File: src/common/adcct_map.svh
/*
 * Constants of the converter timing sequencer: field positions, reset values and timing counts.
 * Assumes one system clock whose half period is the converter timing unit.
 */
`ifndef ADCCT_MAP_SVH
`define ADCCT_MAP_SVH

// Field positions in the converter control register
`define ADCCT_CTC_MSB 15
`define ADCCT_CTC_LSB 14
`define ADCCT_STC_MSB 13
`define ADCCT_STC_LSB 12

// Clock: 40 MHz, and one clock period holds two half periods
`define ADCCT_CLK_PERIOD_PS 25000
`define ADCCT_HALF_PERIOD_PS (`ADCCT_CLK_PERIOD_PS / 2)
`define ADCCT_HALF_PER_CLK (`ADCCT_CLK_PERIOD_PS / `ADCCT_HALF_PERIOD_PS)

// Conversion clock period per select code, in half periods and in clocks
`define ADCCT_CCLK_00_HALF 24
`define ADCCT_CCLK_10_HALF 96
`define ADCCT_CCLK_11_HALF 48
`define ADCCT_CCLK_00_CYC (`ADCCT_CCLK_00_HALF / `ADCCT_HALF_PER_CLK)
`define ADCCT_CCLK_10_CYC (`ADCCT_CCLK_10_HALF / `ADCCT_HALF_PER_CLK)
`define ADCCT_CCLK_11_CYC (`ADCCT_CCLK_11_HALF / `ADCCT_HALF_PER_CLK)

// Result transfer time, in half periods and in clocks
`define ADCCT_XFER_HALF 4
`define ADCCT_XFER_CYC (`ADCCT_XFER_HALF / `ADCCT_HALF_PER_CLK)

// Step counts of each phase
`define ADCCT_SAMPLE_SC 2
`define ADCCT_RES_BITS 10
`define ADCCT_EQ_STEPS 4

// Clock mode straps: value held until the first capture after reset
`define ADCCT_STRAP_RESET 3'h7
`endif

File: src/common/adcct_pkg.sv
/*
 * Types of the converter timing sequencer.
 * Assumes adcct_map.svh supplies all numeric constants.
 */
package adcct_pkg;
	typedef enum logic [2:0]
	{
		ST_IDLE = 3'b000,
		ST_SAMPLE = 3'b001,
		ST_CONVERT = 3'b010,
		ST_EQUALIZE = 3'b011,
		ST_TRANSFER = 3'b100
	} adcct_state_t;
endpackage : adcct_pkg

File: src/design/adcct_sequencer.sv
/*
 * Conversion timing sequencer of a 10-bit successive approximation converter:
 * sample phase, ten resolution steps, four equalizing steps, result transfer.
 * Assumes the analog core answers each trial code with a comparator level on the same clock,
 * and that the control register and start pulse come from logic on clk_sys.
 */
`timescale 1ns/1ps
`include "adcct_map.svh"

// Functional notes
// - A conversion opens with a sample phase of two sample-clock periods.
// - Then ten successive approximation steps resolve one result bit each.
// - Then four equalizing steps, each one conversion-clock period long.
// - Total time is 14 conversion clocks, 2 sample clocks, 4 half periods.
// - Bits 15:14 select conversion clock, bits 13:12 select sample clock.
// - Conversion clock codes 00, 10, 11 give 24, 96, 48 half periods.
// - Sample clock codes 00 to 11 give 1, 2, 4, 8 conversion clocks.
// - All phases count in half periods of the CPU clock; the step timer counts whole clk_sys clocks, two half periods each.
// - Operations may occur on both CPU clock edges; every register here switches on the rising edge of clk_sys only.
// - Clock mode is taken from three strap inputs held during reset.
module adcct_sequencer #(
	parameter int RES_W = `ADCCT_RES_BITS,
	parameter int CNT_W = 8
) (
	// Clock and reset
	input wire logic clk_sys,
	input wire logic rst,
	// Control from the CPU side
	input wire logic [15:0] converter_control_reg,
	input wire logic startConv,
	// Clock mode straps from pins
	input wire logic [2:0] clock_mode_straps,
	output logic [2:0] clockModeSel,
	// Analog core
	output logic samplePhase,
	output logic convertPhase,
	output logic equalizePhase,
	output logic [RES_W-1:0] trialCode,
	input wire logic compareHigh,
	// Result
	output logic busy,
	output logic resultLoad,
	output logic [RES_W-1:0] resultValue
);
	adcct_pkg::adcct_state_t state_r;
	adcct_pkg::adcct_state_t state_nxt;
	logic [1:0] ctcSel_r;
	logic [1:0] stcSel_r;
	logic [4:0] stepCnt_r;
	logic [4:0] stepCnt_nxt;
	logic [RES_W-1:0] sar_r;
	logic [3:0] bitIdx_r;
	logic [CNT_W-1:0] periodNxt;
	logic timerRun;
	logic tick;
	logic [2:0] strapSync1_r;
	logic [2:0] strapSync2_r;
	logic strapTaken_r;

	// Conversion clock length in clocks; one clock is two half periods
	function automatic logic [CNT_W-1:0] convClkCycles(input logic [1:0] sel);
		unique case (sel)
			2'b10: convClkCycles = CNT_W'(`ADCCT_CCLK_10_CYC);
			2'b11: convClkCycles = CNT_W'(`ADCCT_CCLK_11_CYC);
			// Reserved 01 is never written; it falls back to the fastest clock
			default: convClkCycles = CNT_W'(`ADCCT_CCLK_00_CYC);
		endcase
	endfunction : convClkCycles

	// Sample phase length in conversion-clock steps: two sample clocks
	function automatic logic [4:0] sampleSteps(input logic [1:0] sel);
		sampleSteps = 5'(`ADCCT_SAMPLE_SC) << sel;
	endfunction : sampleSteps

	// Fields read live while idle so the first step already has its length
	logic [1:0] ctcLive;
	logic [1:0] stcLive;
	assign ctcLive = converter_control_reg[`ADCCT_CTC_MSB:`ADCCT_CTC_LSB];
	assign stcLive = converter_control_reg[`ADCCT_STC_MSB:`ADCCT_STC_LSB];

	// Phase sequencing
	always_comb
	begin
		state_nxt = state_r;
		stepCnt_nxt = stepCnt_r;
		unique case (state_r)
			adcct_pkg::ST_IDLE:
			begin
				if (startConv)
				begin
					state_nxt = adcct_pkg::ST_SAMPLE;
					stepCnt_nxt = sampleSteps(stcLive) - 5'h1;
				end
			end
			adcct_pkg::ST_SAMPLE:
			begin
				if (tick)
				begin
					if (stepCnt_r == 5'h0)
					begin
						state_nxt = adcct_pkg::ST_CONVERT;
						stepCnt_nxt = 5'(`ADCCT_RES_BITS - 1);
					end
					else
					begin
						stepCnt_nxt = stepCnt_r - 5'h1;
					end
				end
			end
			adcct_pkg::ST_CONVERT:
			begin
				if (tick)
				begin
					if (stepCnt_r == 5'h0)
					begin
						state_nxt = adcct_pkg::ST_EQUALIZE;
						stepCnt_nxt = 5'(`ADCCT_EQ_STEPS - 1);
					end
					else
					begin
						stepCnt_nxt = stepCnt_r - 5'h1;
					end
				end
			end
			adcct_pkg::ST_EQUALIZE:
			begin
				if (tick)
				begin
					if (stepCnt_r == 5'h0)
					begin
						state_nxt = adcct_pkg::ST_TRANSFER;
					end
					else
					begin
						stepCnt_nxt = stepCnt_r - 5'h1;
					end
				end
			end
			adcct_pkg::ST_TRANSFER:
			begin
				if (tick)
				begin
					state_nxt = adcct_pkg::ST_IDLE;
				end
			end
			default:
			begin
				state_nxt = adcct_pkg::ST_IDLE;
			end
		endcase
	end

	// Length of the step that follows: transfer takes four half periods
	always_comb
	begin
		if (state_nxt == adcct_pkg::ST_TRANSFER)
		begin
			periodNxt = CNT_W'(`ADCCT_XFER_CYC);
		end
		else if (state_r == adcct_pkg::ST_IDLE)
		begin
			periodNxt = convClkCycles(ctcLive);
		end
		else
		begin
			periodNxt = convClkCycles(ctcSel_r);
		end
	end

	assign timerRun = (state_r != adcct_pkg::ST_IDLE);

	adcct_step_timer #(
		.CNT_W(CNT_W)
	) u_timer (
		.clk_sys(clk_sys),
		.rst(rst),
		.run(timerRun),
		.period(periodNxt),
		.tick(tick)
	);

	always_ff @(posedge clk_sys or posedge rst)
	begin
		if (rst)
		begin
			state_r <= adcct_pkg::ST_IDLE;
			stepCnt_r <= 5'h0;
		end
		else
		begin
			state_r <= state_nxt;
			stepCnt_r <= stepCnt_nxt;
		end
	end

	// Fields frozen for the whole conversion; rewrites take effect on the next start
	always_ff @(posedge clk_sys or posedge rst)
	begin
		if (rst)
		begin
			ctcSel_r <= 2'h0;
			stcSel_r <= 2'h0;
		end
		else if (state_r == adcct_pkg::ST_IDLE && startConv)
		begin
			ctcSel_r <= ctcLive;
			stcSel_r <= stcLive;
		end
	end

	// Successive approximation: trial bit kept when the input is at or above the trial code
	always_ff @(posedge clk_sys or posedge rst)
	begin
		if (rst)
		begin
			sar_r <= '0;
			bitIdx_r <= 4'h0;
		end
		else if (state_r == adcct_pkg::ST_SAMPLE && state_nxt == adcct_pkg::ST_CONVERT)
		begin
			sar_r <= RES_W'(1) << (RES_W - 1);
			bitIdx_r <= 4'(RES_W - 1);
		end
		else if (state_r == adcct_pkg::ST_CONVERT && tick)
		begin
			sar_r[bitIdx_r] <= compareHigh;
			if (bitIdx_r != 4'h0)
			begin
				sar_r[bitIdx_r - 4'h1] <= 1'b1;
				bitIdx_r <= bitIdx_r - 4'h1;
			end
		end
	end

	// Result register written on the last clock of the transfer
	always_ff @(posedge clk_sys or posedge rst)
	begin
		if (rst)
		begin
			resultValue <= '0;
			resultLoad <= 1'b0;
		end
		else
		begin
			resultLoad <= (state_r == adcct_pkg::ST_TRANSFER) && tick;
			if ((state_r == adcct_pkg::ST_TRANSFER) && tick)
			begin
				resultValue <= sar_r;
			end
		end
	end

	// Strap pins are asynchronous: two flops, no reset so they follow the pins during reset
	always_ff @(posedge clk_sys)
	begin
		strapSync1_r <= clock_mode_straps;
		strapSync2_r <= strapSync1_r;
	end

	// Mode captured once, on the first edge after reset release
	always_ff @(posedge clk_sys or posedge rst)
	begin
		if (rst)
		begin
			clockModeSel <= `ADCCT_STRAP_RESET;
			strapTaken_r <= 1'b0;
		end
		else if (!strapTaken_r)
		begin
			clockModeSel <= strapSync2_r;
			strapTaken_r <= 1'b1;
		end
	end

	assign samplePhase = (state_r == adcct_pkg::ST_SAMPLE);
	assign convertPhase = (state_r == adcct_pkg::ST_CONVERT);
	assign equalizePhase = (state_r == adcct_pkg::ST_EQUALIZE);
	assign busy = (state_r != adcct_pkg::ST_IDLE);
	assign trialCode = sar_r;
endmodule : adcct_sequencer

File: src/design/adcct_step_timer.sv
/*
 * Auto-reloading step timer: counts a period of clocks and ticks on its last clock.
 * Assumes the period input already holds the length of the step that follows a tick.
 */
`timescale 1ns/1ps
module adcct_step_timer #(
	parameter int CNT_W = 8
) (
	// Clock and reset
	input wire logic clk_sys,
	input wire logic rst,
	// Control
	input wire logic run,
	input wire logic [CNT_W-1:0] period,
	// Status
	output logic tick
);
	logic [CNT_W-1:0] count_r;

	// Tick on the last clock of a step, so a step of N clocks really lasts N clocks
	assign tick = run && (count_r == CNT_W'(1));

	always_ff @(posedge clk_sys or posedge rst)
	begin
		if (rst)
		begin
			count_r <= '0;
		end
		else if (!run || tick)
		begin
			count_r <= period;
		end
		else
		begin
			count_r <= count_r - CNT_W'(1);
		end
	end
endmodule : adcct_step_timer

File: config.mk
export PLATFORM = sky130hd
export DESIGN_NAME = adcct_sequencer
export DESIGN_NICKNAME = d
export VERILOG_FILES = /design/src/common/adcct_pkg.sv /design/src/design/adcct_sequencer.sv /design/src/design/adcct_step_timer.sv
export VERILOG_INCLUDE_DIRS = /design/src /design/src/common
export SDC_FILE = /design/constraint.sdc
export NUM_CORES = 1
export LEC_CHECK = 0
export ABC_AREA = 0
export BUFFER_PORTS_ARGS = -buffer_cell sky130_fd_sc_hd__buf_2
export CORE_MARGIN = 2
export CORE_UTILIZATION = 50
export CTS_CLUSTER_DIAMETER = 50
export DETAILED_ROUTE_END_ITERATION = 7
export PLACE_DENSITY_LB_ADDON = 0.15
export REMOVE_ABC_BUFFERS = 1
export SYNTH_ARGS = -nofsm -noshare
export SYNTH_HDL_FRONTEND = slang
export SYNTH_SLANG_ARGS = --single-unit
File: constraint.sdc
create_clock -name clk_sys -period 1.9 [get_ports clk_sys]
set_input_delay 0.285 -clock clk_sys [delete_from_list [all_inputs] [get_ports clk_sys]]
set_output_delay 0.285 -clock clk_sys [all_outputs]
set_load 0.02 [all_outputs]
==> impl_metrics.json, run 1 <==
{
  "status": "complete, but fails checks",
  "violations_in_the_final_reports": "negative setup slack",
  "dominantRegCellSynth": "sky130_fd_sc_hd__dfrtp_1",
  "drive_above_1_share": 0.4249,
  "wl_per_cell_um": 14.03,
  "tritoncts_clock_tree": "yes",
  "data_required_critical_path_ns": 2.10,
  "timing_worst_setup_path_type": "flop to flop",
  "clock_root_buffer": "sky130_fd_sc_hd__clkbuf_8",
  "finalSetupViolCount": 4,
  "worst_hold_path_type": "input port to flop",
  "cp_data_arrival_time_ns": 2.11,
  "num-fill-cells": 441,
  "post_synth_and_or_nand_nor_area_fraction": 0.2039,
  "clk_transition_reported_paths_ns": 0.10,
  "htree_levels": 2,
  "fmax_mhz": 524.7,
  "finalCritPeriodShare": 1.003,
  "design.portCount": 51,
  "number_of_remaining_drc_errors": 0,
  "synth-seq-cells": 53,
  "synth_top_family_by_area": "simple AND/OR/NAND/NOR gates",
  "clock-sinks": 53,
  "synthDominantCellAreaShare": 0.3943,
  "synth-edff-count": 0,
  "synthCells": 267,
  "die_boundary_width_um": 78.74,
  "timing.max_cap.violations": 0,
  "yosys-top-cells-area": "sky130_fd_sc_hd__dfrtp_1, sky130_fd_sc_hd__mux2_4, sky130_fd_sc_hd__dfxtp_1",
  "gp_congestion": 0.8329,
  "synth.cell_area_mm2": 0.002793,
  "detailed_placement_wirelength_estimate_mm": 4.134,
  "clock_tree.buffer_depth": 2,
  "timing.clock.skew_ns": 0.005145,
  "sequential_cell_area_mm2": 0.001300,
  "synth_xor_xnor_area_share": 0.02823,
  "drt_wl_total_mm": 5.964,
  "antenna_left": 0,
  "grt_first_pass_wirelength_mm": 9.735,
  "dr_total_vias": 2282,
  "synth_compound_area_frac": 0.1174,
  "power.leakage_nw": 1.713,
  "max-vdd-ir-drop_mv": 0.2936,
  "die_area_mm2": 0.006199,
  "syn_avg_cell_area_um2": 10.46,
  "cp-start-kind": "flop",
  "globalRoute.totalOverflow": 0,
  "pwr_density_cell_mw_per_mm2": 513.0,
  "grt_start_max_net_pins": 21,
  "synth_top_area_cell": "sky130_fd_sc_hd__dfrtp_1",
  "grt_antenna_before_repair": 0,
  "synth_adder_area_share": 0.04032,
  "firstDrtPassIters": 4,
  "critical_path.max_fanout": 5,
  "ant_diodes": 0,
  "critical_path.cell_chain": "or4_4 -> nor2_4 -> nand3_4 -> clkbuf_16 -> mux2_4",
  "timing.critical_path.slowest_cell_delay_ns": 0.57,
  "core_area_mm2": 0.005439,
  "fraction_of_the_yosys_area_taken_by_sequential_cells": 0.4655,
  "groute.usage.overall": 0.1972,
  "yosysUniqueCellTypes": 63,
  "grt_setup_unrepaired": "true",
  "detailedPlace.worstSlack_ns": -0.1791,
  "end_kind": "flop",
  "multiInputGateArea_mm2": 0.001501,
  "grt_pass1_vias": 2109,
  "drtIter0Drc": 96,
  "hold_vio_cnt_final": 0,
  "yosys-mux-area-fraction": 0.1053,
  "async_flop_share": 0.8868,
  "nets": 384,
  "clk-insertion-delay-late_ns": 0.31,
  "layout_setup_ws_ns": -0.005776,
  "synth-warning-count": 0,
  "initial_core_util": 0.5135,
  "period_needed_ns": 1.906,
  "layout_area_growth_over_synthesis_pct": 31.14,
  "crit_slowest_cell": "sky130_fd_sc_hd__or4_4",
  "design_power_total_mw": 1.879,
  "cts_inserted_buffers": 5,
  "routed_via_density": 5.369,
  "timing.final.max_slew_violations": 0,
  "placementRows": 27,
  "port-buffer-count": 38,
  "die_h_um": 78.74
}
==> worst paths after layout <==
check	start	endpoint	slack [ns]	depth (start not counted)
worst max register to register	u_timer.count_r[5]	resultValue[2]	-0.006	5
max in group asynchronous	rst	bitIdx_r[3]	0.79	4
worst min-delay path	clock_mode_straps[0]	strapSync1_r[0]	0.07	1
min in group asynchronous	rst	stepCnt_r[4]	0.50	3
worst min register to register	strapSync1_r[0]	strapSync2_r[0]	0.34	0
worst max-delay path	u_timer.count_r[5]	resultValue[2]	-0.006	5
==> synth_stat cells, drive strengths merged, types with 4 or more instances <==
library cell,number
dfrtp,44
clkbuf,6
o21ai,8
mux2,16
o22ai,4
nand2,19
buf,5
xor2,4
a21oi,12
o21a,4
inv,15
nor3b,7
ha,9
nor2,26
xnor2,5
nand3,9
nor3,10
dfxtp,6
mux2i,8
==> timing repair <==
| action | in CTS | in global routing |
|---|---|---|
| resized for setup | 11 | 21 |
| endpoints found under the setup margin | 28 | 28 |
| pin swaps | 4 | 13 |
| gates cloned | 0 | 1 |
| hold endpoints to repair | 15 | 0 |
| setup buffers | 5 | 7 |
| hold buffers | 1 | 0 |
==> flip-flops by register name, indices dropped and copies added (netlist names), 2 cells and up <==
signal and count:
clockModeSel 3, trialCode 10, stepCnt_r 5, bitIdx_r 4, strapSync1_r 3, u_timer.count_r 8
state_r 3, resultValue 10, ctcSel_r 2, strapSync2_r 3
==> cell usage in the layout (no fill, tap or decap), types with 4 or more instances in the layout <==
cell | synthesis | final
sky130_fd_sc_hd__o21a_1 | 4 | 4
sky130_fd_sc_hd__a21oi_1 | 12 | 12
sky130_fd_sc_hd__nand2_1 | 19 | 17
sky130_fd_sc_hd__nor3_1 | 9 | 8
sky130_fd_sc_hd__dfrtp_1 | 44 | 44
sky130_fd_sc_hd__inv_1 | 14 | 11
sky130_fd_sc_hd__dfxtp_1 | 6 | 6
sky130_fd_sc_hd__inv_2 | 1 | 4
sky130_fd_sc_hd__clkbuf_8 | 0 | 5
sky130_fd_sc_hd__buf_4 | 2 | 44
sky130_fd_sc_hd__nand3_1 | 8 | 5
sky130_fd_sc_hd__o22ai_1 | 4 | 4
sky130_fd_sc_hd__ha_1 | 9 | 7
sky130_fd_sc_hd__xor2_1 | 4 | 4
sky130_fd_sc_hd__xnor2_1 | 5 | 5
sky130_fd_sc_hd__mux2_4 | 9 | 9
sky130_fd_sc_hd__mux2i_1 | 8 | 8
sky130_fd_sc_hd__buf_6 | 0 | 4
sky130_fd_sc_hd__mux2_2 | 7 | 7
sky130_fd_sc_hd__nor2_1 | 25 | 24
sky130_fd_sc_hd__buf_2 | 1 | 38
sky130_fd_sc_hd__o21ai_0 | 5 | 4
sky130_fd_sc_hd__nor3b_1 | 7 | 5
==> critical path: cells and delay by family (launching register included) <==
family	cells	cell delay [ns]
buf+inv	1	0.18
flops	1	0.43
mux	1	0.29
simple gates	3	0.89
==> logic make-up (layout without fill, tap and decap cells) <==
kind of cell,after synthesis,after routing
simple gates,97,97
flops,53,53
compound gates,48,48
fa+ha+maj,9,9
other cells,1,1
buf+inv,26,112
xor+xnor,9,9
mux,24,24
==> report_power, final <==
part / switching [mW] / total (mW) / internal (mW)
logic: 0.0405 / 0.0632 / 0.0226
registers: 0.00498 / 1.15 / 1.14
clock network: 0.399 / 0.666 / 0.267
==> per-layer routing <==
metal | vias up | share of wire | GRT usage | wire [um]
met1 | 1103 | 0.45 | 0.2643 | 2689
met5 | - | 0 | 0 | 0
met4 | 0 | 0.0082 | 0.05263 | 49
met3 | 6 | 0.041 | 0.04318 | 242
met2 | 54 | 0.50 | 0.3248 | 2983
li1 | 1119 | - | - | -
==> through the flow <==
stage / utilization / cells / area, um^2 / TNS (ns) / hold WS (ns)
2_1_floorplan: - / 256 / 2743 / -8.558 / 0.3096
3_3_place_gp: 0.6092 / 403 / 3313 / -1.985 / 0.3065
3_5_place_dp: 0.6092 / 403 / 3313 / -2.570 / 0.3082
4_1_cts: 0.6437 / 417 / 3501 / -0.001725 / 0.05911
5_1_grt: 0.6733 / 425 / 3662 / -1.210 / 0.04354
6_report: 0.6733 / 425 / 3662 / -0.01899 / 0.07213
==> layout make-up <==
class,instances,share of cell area
clock inverter,3,0.006833
clock buffer,5,0.01879
multi-input combinational,188,0.4100
timing repair buffer,89,0.1695
sequential,53,0.3550
inverter,15,0.01537
tap,72,0.02460
Note: power is estimated with default switching activity, not from simulation.
==> inputs of run 2 (changes only) <==
--- a/config.mk
+++ b/config.mk
@@ -9,7 +9,7 @@
 export ABC_AREA = 0
 export BUFFER_PORTS_ARGS = -buffer_cell sky130_fd_sc_hd__buf_2
 export CORE_MARGIN = 2
-export CORE_UTILIZATION = 50
+export CORE_UTILIZATION = 30
 export CTS_CLUSTER_DIAMETER = 50
 export DETAILED_ROUTE_END_ITERATION = 7
 export PLACE_DENSITY_LB_ADDON = 0.15
==> impl_metrics.json, run 2 (synthesized netlist as in run 1, its figures left out) <==
{
  "status": "complete, but fails checks",
  "violations_in_the_final_reports": "negative setup slack",
  "worstReg2RegStart": "u_timer.count_r[2]",
  "nets": 379,
  "firstDrtPassIters": 5,
  "cts_inserted_buffers": 5,
  "globalRoute.totalOverflow": 0,
  "layout_area_growth_over_synthesis_pct": 35.17,
  "layout_setup_ws_ns": -0.01498,
  "drtIter0Drc": 53,
  "timing.clock.skew_ns": 0.01869,
  "die_area_mm2": 0.01010,
  "placementRows": 35,
  "data_required_critical_path_ns": 2.10,
  "pwr_density_cell_mw_per_mm2": 562.0,
  "grt_antenna_before_repair": 0,
  "hold_vio_cnt_final": 0,
  "r2r.worst_path.cells": 5,
  "min_from": "clock_mode_straps[2]",
  "timing.max_cap.violations": 0,
  "finalCritPeriodShare": 1.008,
  "grt_first_pass_wirelength_mm": 10.64,
  "htree_levels": 2,
  "layout.core_utilization": 0.4124,
  "wl_per_cell_um": 13.82,
  "fmax_mhz": 522.2,
  "design.portCount": 51,
  "hold_path_depth": 1,
  "hold_end": "strapSync1_r[2]",
  "clock_tree.buffer_depth": 2,
  "tritoncts_clock_tree": "yes",
  "clk_transition_reported_paths_ns": 0.11,
  "period_needed_ns": 1.915,
  "worstReg2RegEnd": "resultValue[9]",
  "antenna_left": 0,
  "most-common-layout-cells": "sky130_fd_sc_hd__dfrtp_1, sky130_fd_sc_hd__buf_4, sky130_fd_sc_hd__buf_2",
  "detailedPlace.worstSlack_ns": -0.1616,
  "max-vdd-ir-drop_mv": 0.2511,
  "design_area_mm2": 0.003775,
  "core_area_mm2": 0.009153,
  "num-fill-cells": 905,
  "sequential_cell_area_mm2": 0.001301,
  "cp_data_arrival_time_ns": 2.11,
  "clock_root_buffer": "sky130_fd_sc_hd__clkbuf_8",
  "critical_path.max_fanout": 11,
  "initial_core_util": 0.3051,
  "cp-start-kind": "flop",
  "routed_via_density": 4.941,
  "mostFrequentLayoutCell": "sky130_fd_sc_hd__dfrtp_1",
  "timing_worst_setup_path_type": "flop to flop",
  "worst_hold_path_type": "input port to flop",
  "port-buffer-count": 38,
  "ant_diodes": 0,
  "dpl-instance-area_mm2": 0.003403,
  "end_kind": "flop",
  "drive_above_1_share": 0.4483,
  "multiInputGateArea_mm2": 0.001574,
  "setup.reg_to_reg.worst_slack_ns": -0.01,
  "clk-insertion-delay-late_ns": 0.31,
  "number_of_remaining_drc_errors": 0,
  "drt_wl_total_mm": 6.344,
  "die_boundary_width_um": 100.5,
  "die_h_um": 100.5,
  "gp_congestion": 0.8178,
  "finalSetupViolCount": 9,
  "grt_start_max_net_pins": 30,
  "detailed_placement_wirelength_estimate_mm": 4.530,
  "groute.usage.overall": 0.1317,
  "clock-sinks": 53,
  "dr_total_vias": 2268,
  "grt_setup_unrepaired": "true",
  "grt_pass1_vias": 2196,
  "power.leakage_nw": 1.731,
  "timing.final.max_slew_violations": 0
}
[run 2: cell count changes in the layout (fill, tap and decap cells not counted), sizes merged]
cell / delta
buf: -4
bufinv: +2
clkbuf: -1
clkinvlp: -1
inv: -1
[run 2: worst max path at each step]
stage                       start             end  slack (ns)  cells past startpoint
2_1_floorplan  u_timer.count_r[1]    trialCode[2]       -0.68                      7
3_3_place_gp   u_timer.count_r[1]    stepCnt_r[4]       -0.14                      7
3_5_place_dp   u_timer.count_r[1]  resultValue[9]       -0.16                      7
4_1_cts        u_timer.count_r[1]    trialCode[8]       -0.01                      8
5_1_grt        u_timer.count_r[1]    trialCode[9]       -0.13                      8
6_report       u_timer.count_r[2]  resultValue[9]       -0.01                      5
[run 2: what timing repair did]
item                                   CTS  global route
buffers inserted                         4             1
setup endpoints to repair               21            34
pin swaps                                4            16
hold buffers                             1             0
endpoints found under the hold margin   12             0
resized for setup                        7            38
[run 2: stage by stage]
step | setup TNS (ns) | power, mW | cells | hold WS (ns)
after CTS | -0.04321 | 2.168 | 458 | 0.05813
after floorplan | -8.558 | 1.203 | 256 | 0.3096
after global placement | -2.075 | 1.238 | 445 | 0.3108
after detailed placement | -2.295 | 1.240 | 445 | 0.3144
after global routing | -1.504 | 2.209 | 459 | 0.05139
final | -0.07204 | 2.122 | 459 | 0.06550
[run 2: cell type report]
cell class	instances	share of cell area
multi-input cells	188	0.4170
repair buffers	84	0.1511
inverters	15	0.01492
clock inverters	3	0.01724
flip-flops and latches	53	0.3447
clock buffers	5	0.01823
well taps	111	0.03679
[run 2: routing by layer]
layer	up-vias	wire length, um	track usage
met4	0	92	0.03688
met1	1111	2986	0.1730
met5	-	0	0
li1	1110	-	-
met3	8	160	0.02358
met2	39	3104	0.2230
[run 2: worst max-delay path: stages, from the launching register on]
cell and delay [ns]:
sky130_fd_sc_hd__dfrtp_2 0.44, sky130_fd_sc_hd__or4_4 0.59, sky130_fd_sc_hd__nor2_4 0.20, sky130_fd_sc_hd__nand3_2 0.12, sky130_fd_sc_hd__buf_12 0.17, sky130_fd_sc_hd__mux2_4 0.29
[run 2: report_power, final]
part	leakage [nW]	switching, mW	internal [mW]	total, mW
Combinational	1.04	0.0416	0.0240	0.0657
Sequential	0.626	0.00530	1.14	1.15
Clock	0.0681	0.383	0.524	0.906
==> inputs of run 3 (changes only) <==
--- a/config.mk
+++ b/config.mk
@@ -6,7 +6,7 @@
 export SDC_FILE = /design/constraint.sdc
 export NUM_CORES = 1
 export LEC_CHECK = 0
-export ABC_AREA = 0
+export ABC_AREA = 1
 export BUFFER_PORTS_ARGS = -buffer_cell sky130_fd_sc_hd__buf_2
 export CORE_MARGIN = 2
 export CORE_UTILIZATION = 30
@@ -14,6 +14,7 @@
 export DETAILED_ROUTE_END_ITERATION = 7
 export PLACE_DENSITY_LB_ADDON = 0.15
 export REMOVE_ABC_BUFFERS = 1
+export SLEW_MARGIN = 20
 export SYNTH_ARGS = -nofsm -noshare
 export SYNTH_HDL_FRONTEND = slang
 export SYNTH_SLANG_ARGS = --single-unit
==> impl_metrics.json, run 3 <==
{
  "status": "finished, final reports clean",
  "data_required_critical_path_ns": 2.15,
  "dominantRegCellSynth": "sky130_fd_sc_hd__dfrtp_1",
  "critical_path.max_fanout": 8,
  "gp_congestion": 0.8342,
  "most-common-layout-cells": "sky130_fd_sc_hd__nand2_1, sky130_fd_sc_hd__inv_1, sky130_fd_sc_hd__dfrtp_1",
  "drt_wl_total_mm": 6.333,
  "setup.reg_to_reg.worst_slack_ns": 0.22,
  "clock-sinks": 53,
  "synthDominantCellAreaShare": 0.3836,
  "detailed_placement_wirelength_estimate_mm": 4.723,
  "port-buffer-count": 38,
  "wl_per_cell_um": 11.56,
  "fraction_of_the_yosys_area_taken_by_sequential_cells": 0.4529,
  "detailroute.wirelength.met3_um": 331,
  "routedLengthMet1_mm": 3.088,
  "ant_diodes": 0,
  "timing.max_cap.violations": 0,
  "clock_root_buffer": "sky130_fd_sc_hd__clkbuf_8",
  "synth.cell_area_mm2": 0.002870,
  "routed_via_density": 4.443,
  "antenna_left": 0,
  "wl_met2_mm": 2.851,
  "topRoutingLayerUsed": "met4",
  "r2r.worst_path.cells": 8,
  "crit_end": "stepCnt_r[4]",
  "grt_pass1_vias": 2276,
  "layout_setup_ws_ns": 0.2206,
  "timing.final.max_slew_violations": 0,
  "layout_area_growth_over_synthesis_pct": 16.83,
  "yosysUniqueCellTypes": 33,
  "cp-start-kind": "flop",
  "drive_above_1_share": 0.2100,
  "async_flop_share": 0.8868,
  "most_used_standard_cells_in_the_synthesized_netlist": "sky130_fd_sc_hd__nand2_1, sky130_fd_sc_hd__inv_1, sky130_fd_sc_hd__dfrtp_1, sky130_fd_sc_hd__o21ai_0, sky130_fd_sc_hd__nand3_1",
  "setup_total_negative_slack_ns": 0,
  "clock_tree.buffer_depth": 2,
  "detailedPlace.worstSlack_ns": 0.2317,
  "nets": 450,
  "end_kind": "flop",
  "worst-slew-pin-transition_ns": 0.4875,
  "max-vdd-ir-drop_mv": 0.2541,
  "grt_first_pass_wirelength_mm": 10.82,
  "dr_total_vias": 2435,
  "synth-edff-count": 0,
  "clk-insertion-delay-late_ns": 0.31,
  "yosys-top-cells-area": "sky130_fd_sc_hd__dfrtp_1, sky130_fd_sc_hd__nand2_1, sky130_fd_sc_hd__o21ai_0",
  "hold_vio_cnt_final": 0,
  "tritoncts_clock_tree": "yes",
  "firstDrtPassIters": 4,
  "groute.usage.overall": 0.1310,
  "cp_data_arrival_time_ns": 1.93,
  "worstReg2RegEnd": "stepCnt_r[4]",
  "die_boundary_width_um": 101.8,
  "cts_setup_buffers": 0,
  "htree_levels": 2,
  "design.portCount": 51,
  "period_needed_ns": 1.679,
  "grt_setup_unrepaired": "false",
  "synth-seq-cells": 53,
  "fmax_mhz": 595.5,
  "synth-warning-count": 0,
  "pwr_density_cell_mw_per_mm2": 563.3,
  "worst_slew_margin_rel": 0.6715,
  "synth_top_area_cell": "sky130_fd_sc_hd__dfrtp_1",
  "power.leakage_nw": 1.713,
  "timing.clock.skew_ns": 0.009712,
  "number_of_remaining_drc_errors": 0,
  "core_area_mm2": 0.009240,
  "critical_path.startpoint": "u_timer.count_r[1]",
  "timing.hold.ws_ns": 0.06422,
  "worst_hold_path_type": "input port to flop",
  "timing_worst_setup_path_type": "flop to flop",
  "grt_antenna_before_repair": 0,
  "cts_inserted_buffers": 5,
  "syn_avg_cell_area_um2": 7.737,
  "most_frequent_cell_after_synthesis": "sky130_fd_sc_hd__nand2_1",
  "initial_core_util": 0.3106,
  "finalCritPeriodShare": 0.8839,
  "die_h_um": 101.8,
  "finalSetupViolCount": 0,
  "placementRows": 35,
  "globalRoute.totalOverflow": 0,
  "clk_transition_reported_paths_ns": 0.10,
  "drtIter0Drc": 90,
  "worstReg2RegStart": "u_timer.count_r[1]",
  "synthCells": 371,
  "die_area_mm2": 0.01037,
  "grt_start_max_net_pins": 30,
  "mostFrequentLayoutCell": "sky130_fd_sc_hd__nand2_1"
}
run 3: cell families after synthesis:
kind of cell	count (synthesis)	synth area share
AO/OA/AOI/OAI	51	0.09765
XOR/XNOR	4	0.01221
adder cells (fa/ha/maj)	9	0.03923
buffers and inverters	55	0.07585
flip-flops	53	0.4529
multiplexers	3	0.01177
other	1	0.001307
AND/OR/NAND/NOR	195	0.3091
run 3: timing repair:
item | CTS | global route
endpoints found under the hold margin | 15 | 0
resized for setup | 0 | 1
endpoints found under the setup margin | 0 | 1
hold buffers | 1 | 0
run 3: worst min path at each step:
| stage | slack, ns | startpoint | endpoint | depth (start not counted) |
|---|---|---|---|---|
| finish | 0.06 | clock_mode_straps[0] | strapSync1_r[0] | 1 |
| global route | 0.04 | clock_mode_straps[0] | strapSync1_r[0] | 1 |
| CTS | 0.05 | clock_mode_straps[1] | strapSync1_r[1] | 1 |
| detailed placement | 0.31 | strapSync1_r[0] | strapSync2_r[0] | 0 |
| global placement | 0.31 | strapSync1_r[0] | strapSync2_r[0] | 0 |
| floorplan | 0.31 | strapSync1_r[0] | strapSync2_r[0] | 0 |
run 3: metrics by stage:
step                std cells  instance area [um^2]  utilization  total power [mW]
finish                    548                  3353       0.3629             1.889
detailed placement        539                  3248       0.3515             1.239
global route              548                  3353       0.3629             1.975
floorplan                 367                  2846            -             1.204
CTS                       548                  3351       0.3626             1.923
global placement          539                  3248       0.3515             1.238
run 3: final cells by class:
| cell class | instances | area [um^2] |
|---|---|---|
| clock buffers | 5 | 68.82 |
| clock inverters | 3 | 23.77 |
| fillers | 1008 | 5887 |
| inverters | 51 | 193.9 |
| multi-input cells | 263 | 1355 |
| flip-flops and latches | 53 | 1300 |
| well taps | 129 | 161.4 |
| repair buffers | 44 | 250.2 |
run 3: metal layers:
metal,vias to the layer above,track usage
met5,-,0
met4,0,0.02769
met3,5,0.03488
met2,41,0.2151
met1,1122,0.1750
li1,1267,-
run 3: critical path, cell delays in order, from the launching register on:
cell,delay [ns]
sky130_fd_sc_hd__dfrtp_1,0.40
sky130_fd_sc_hd__inv_1,0.08
sky130_fd_sc_hd__ha_1,0.19
sky130_fd_sc_hd__nand2_1,0.10
sky130_fd_sc_hd__nor2_4,0.24
sky130_fd_sc_hd__nand3_1,0.26
sky130_fd_sc_hd__nand2_2,0.18
sky130_fd_sc_hd__nand4_1,0.09
sky130_fd_sc_hd__nand2_1,0.08
run 3: power breakdown:
group	total [mW]	internal (mW)	leakage [nW]	switching, mW
logic	0.0648	0.0240	1.05	0.0408
clock network	0.674	0.268	0.0491	0.406
registers	1.15	1.14	0.617	0.00573
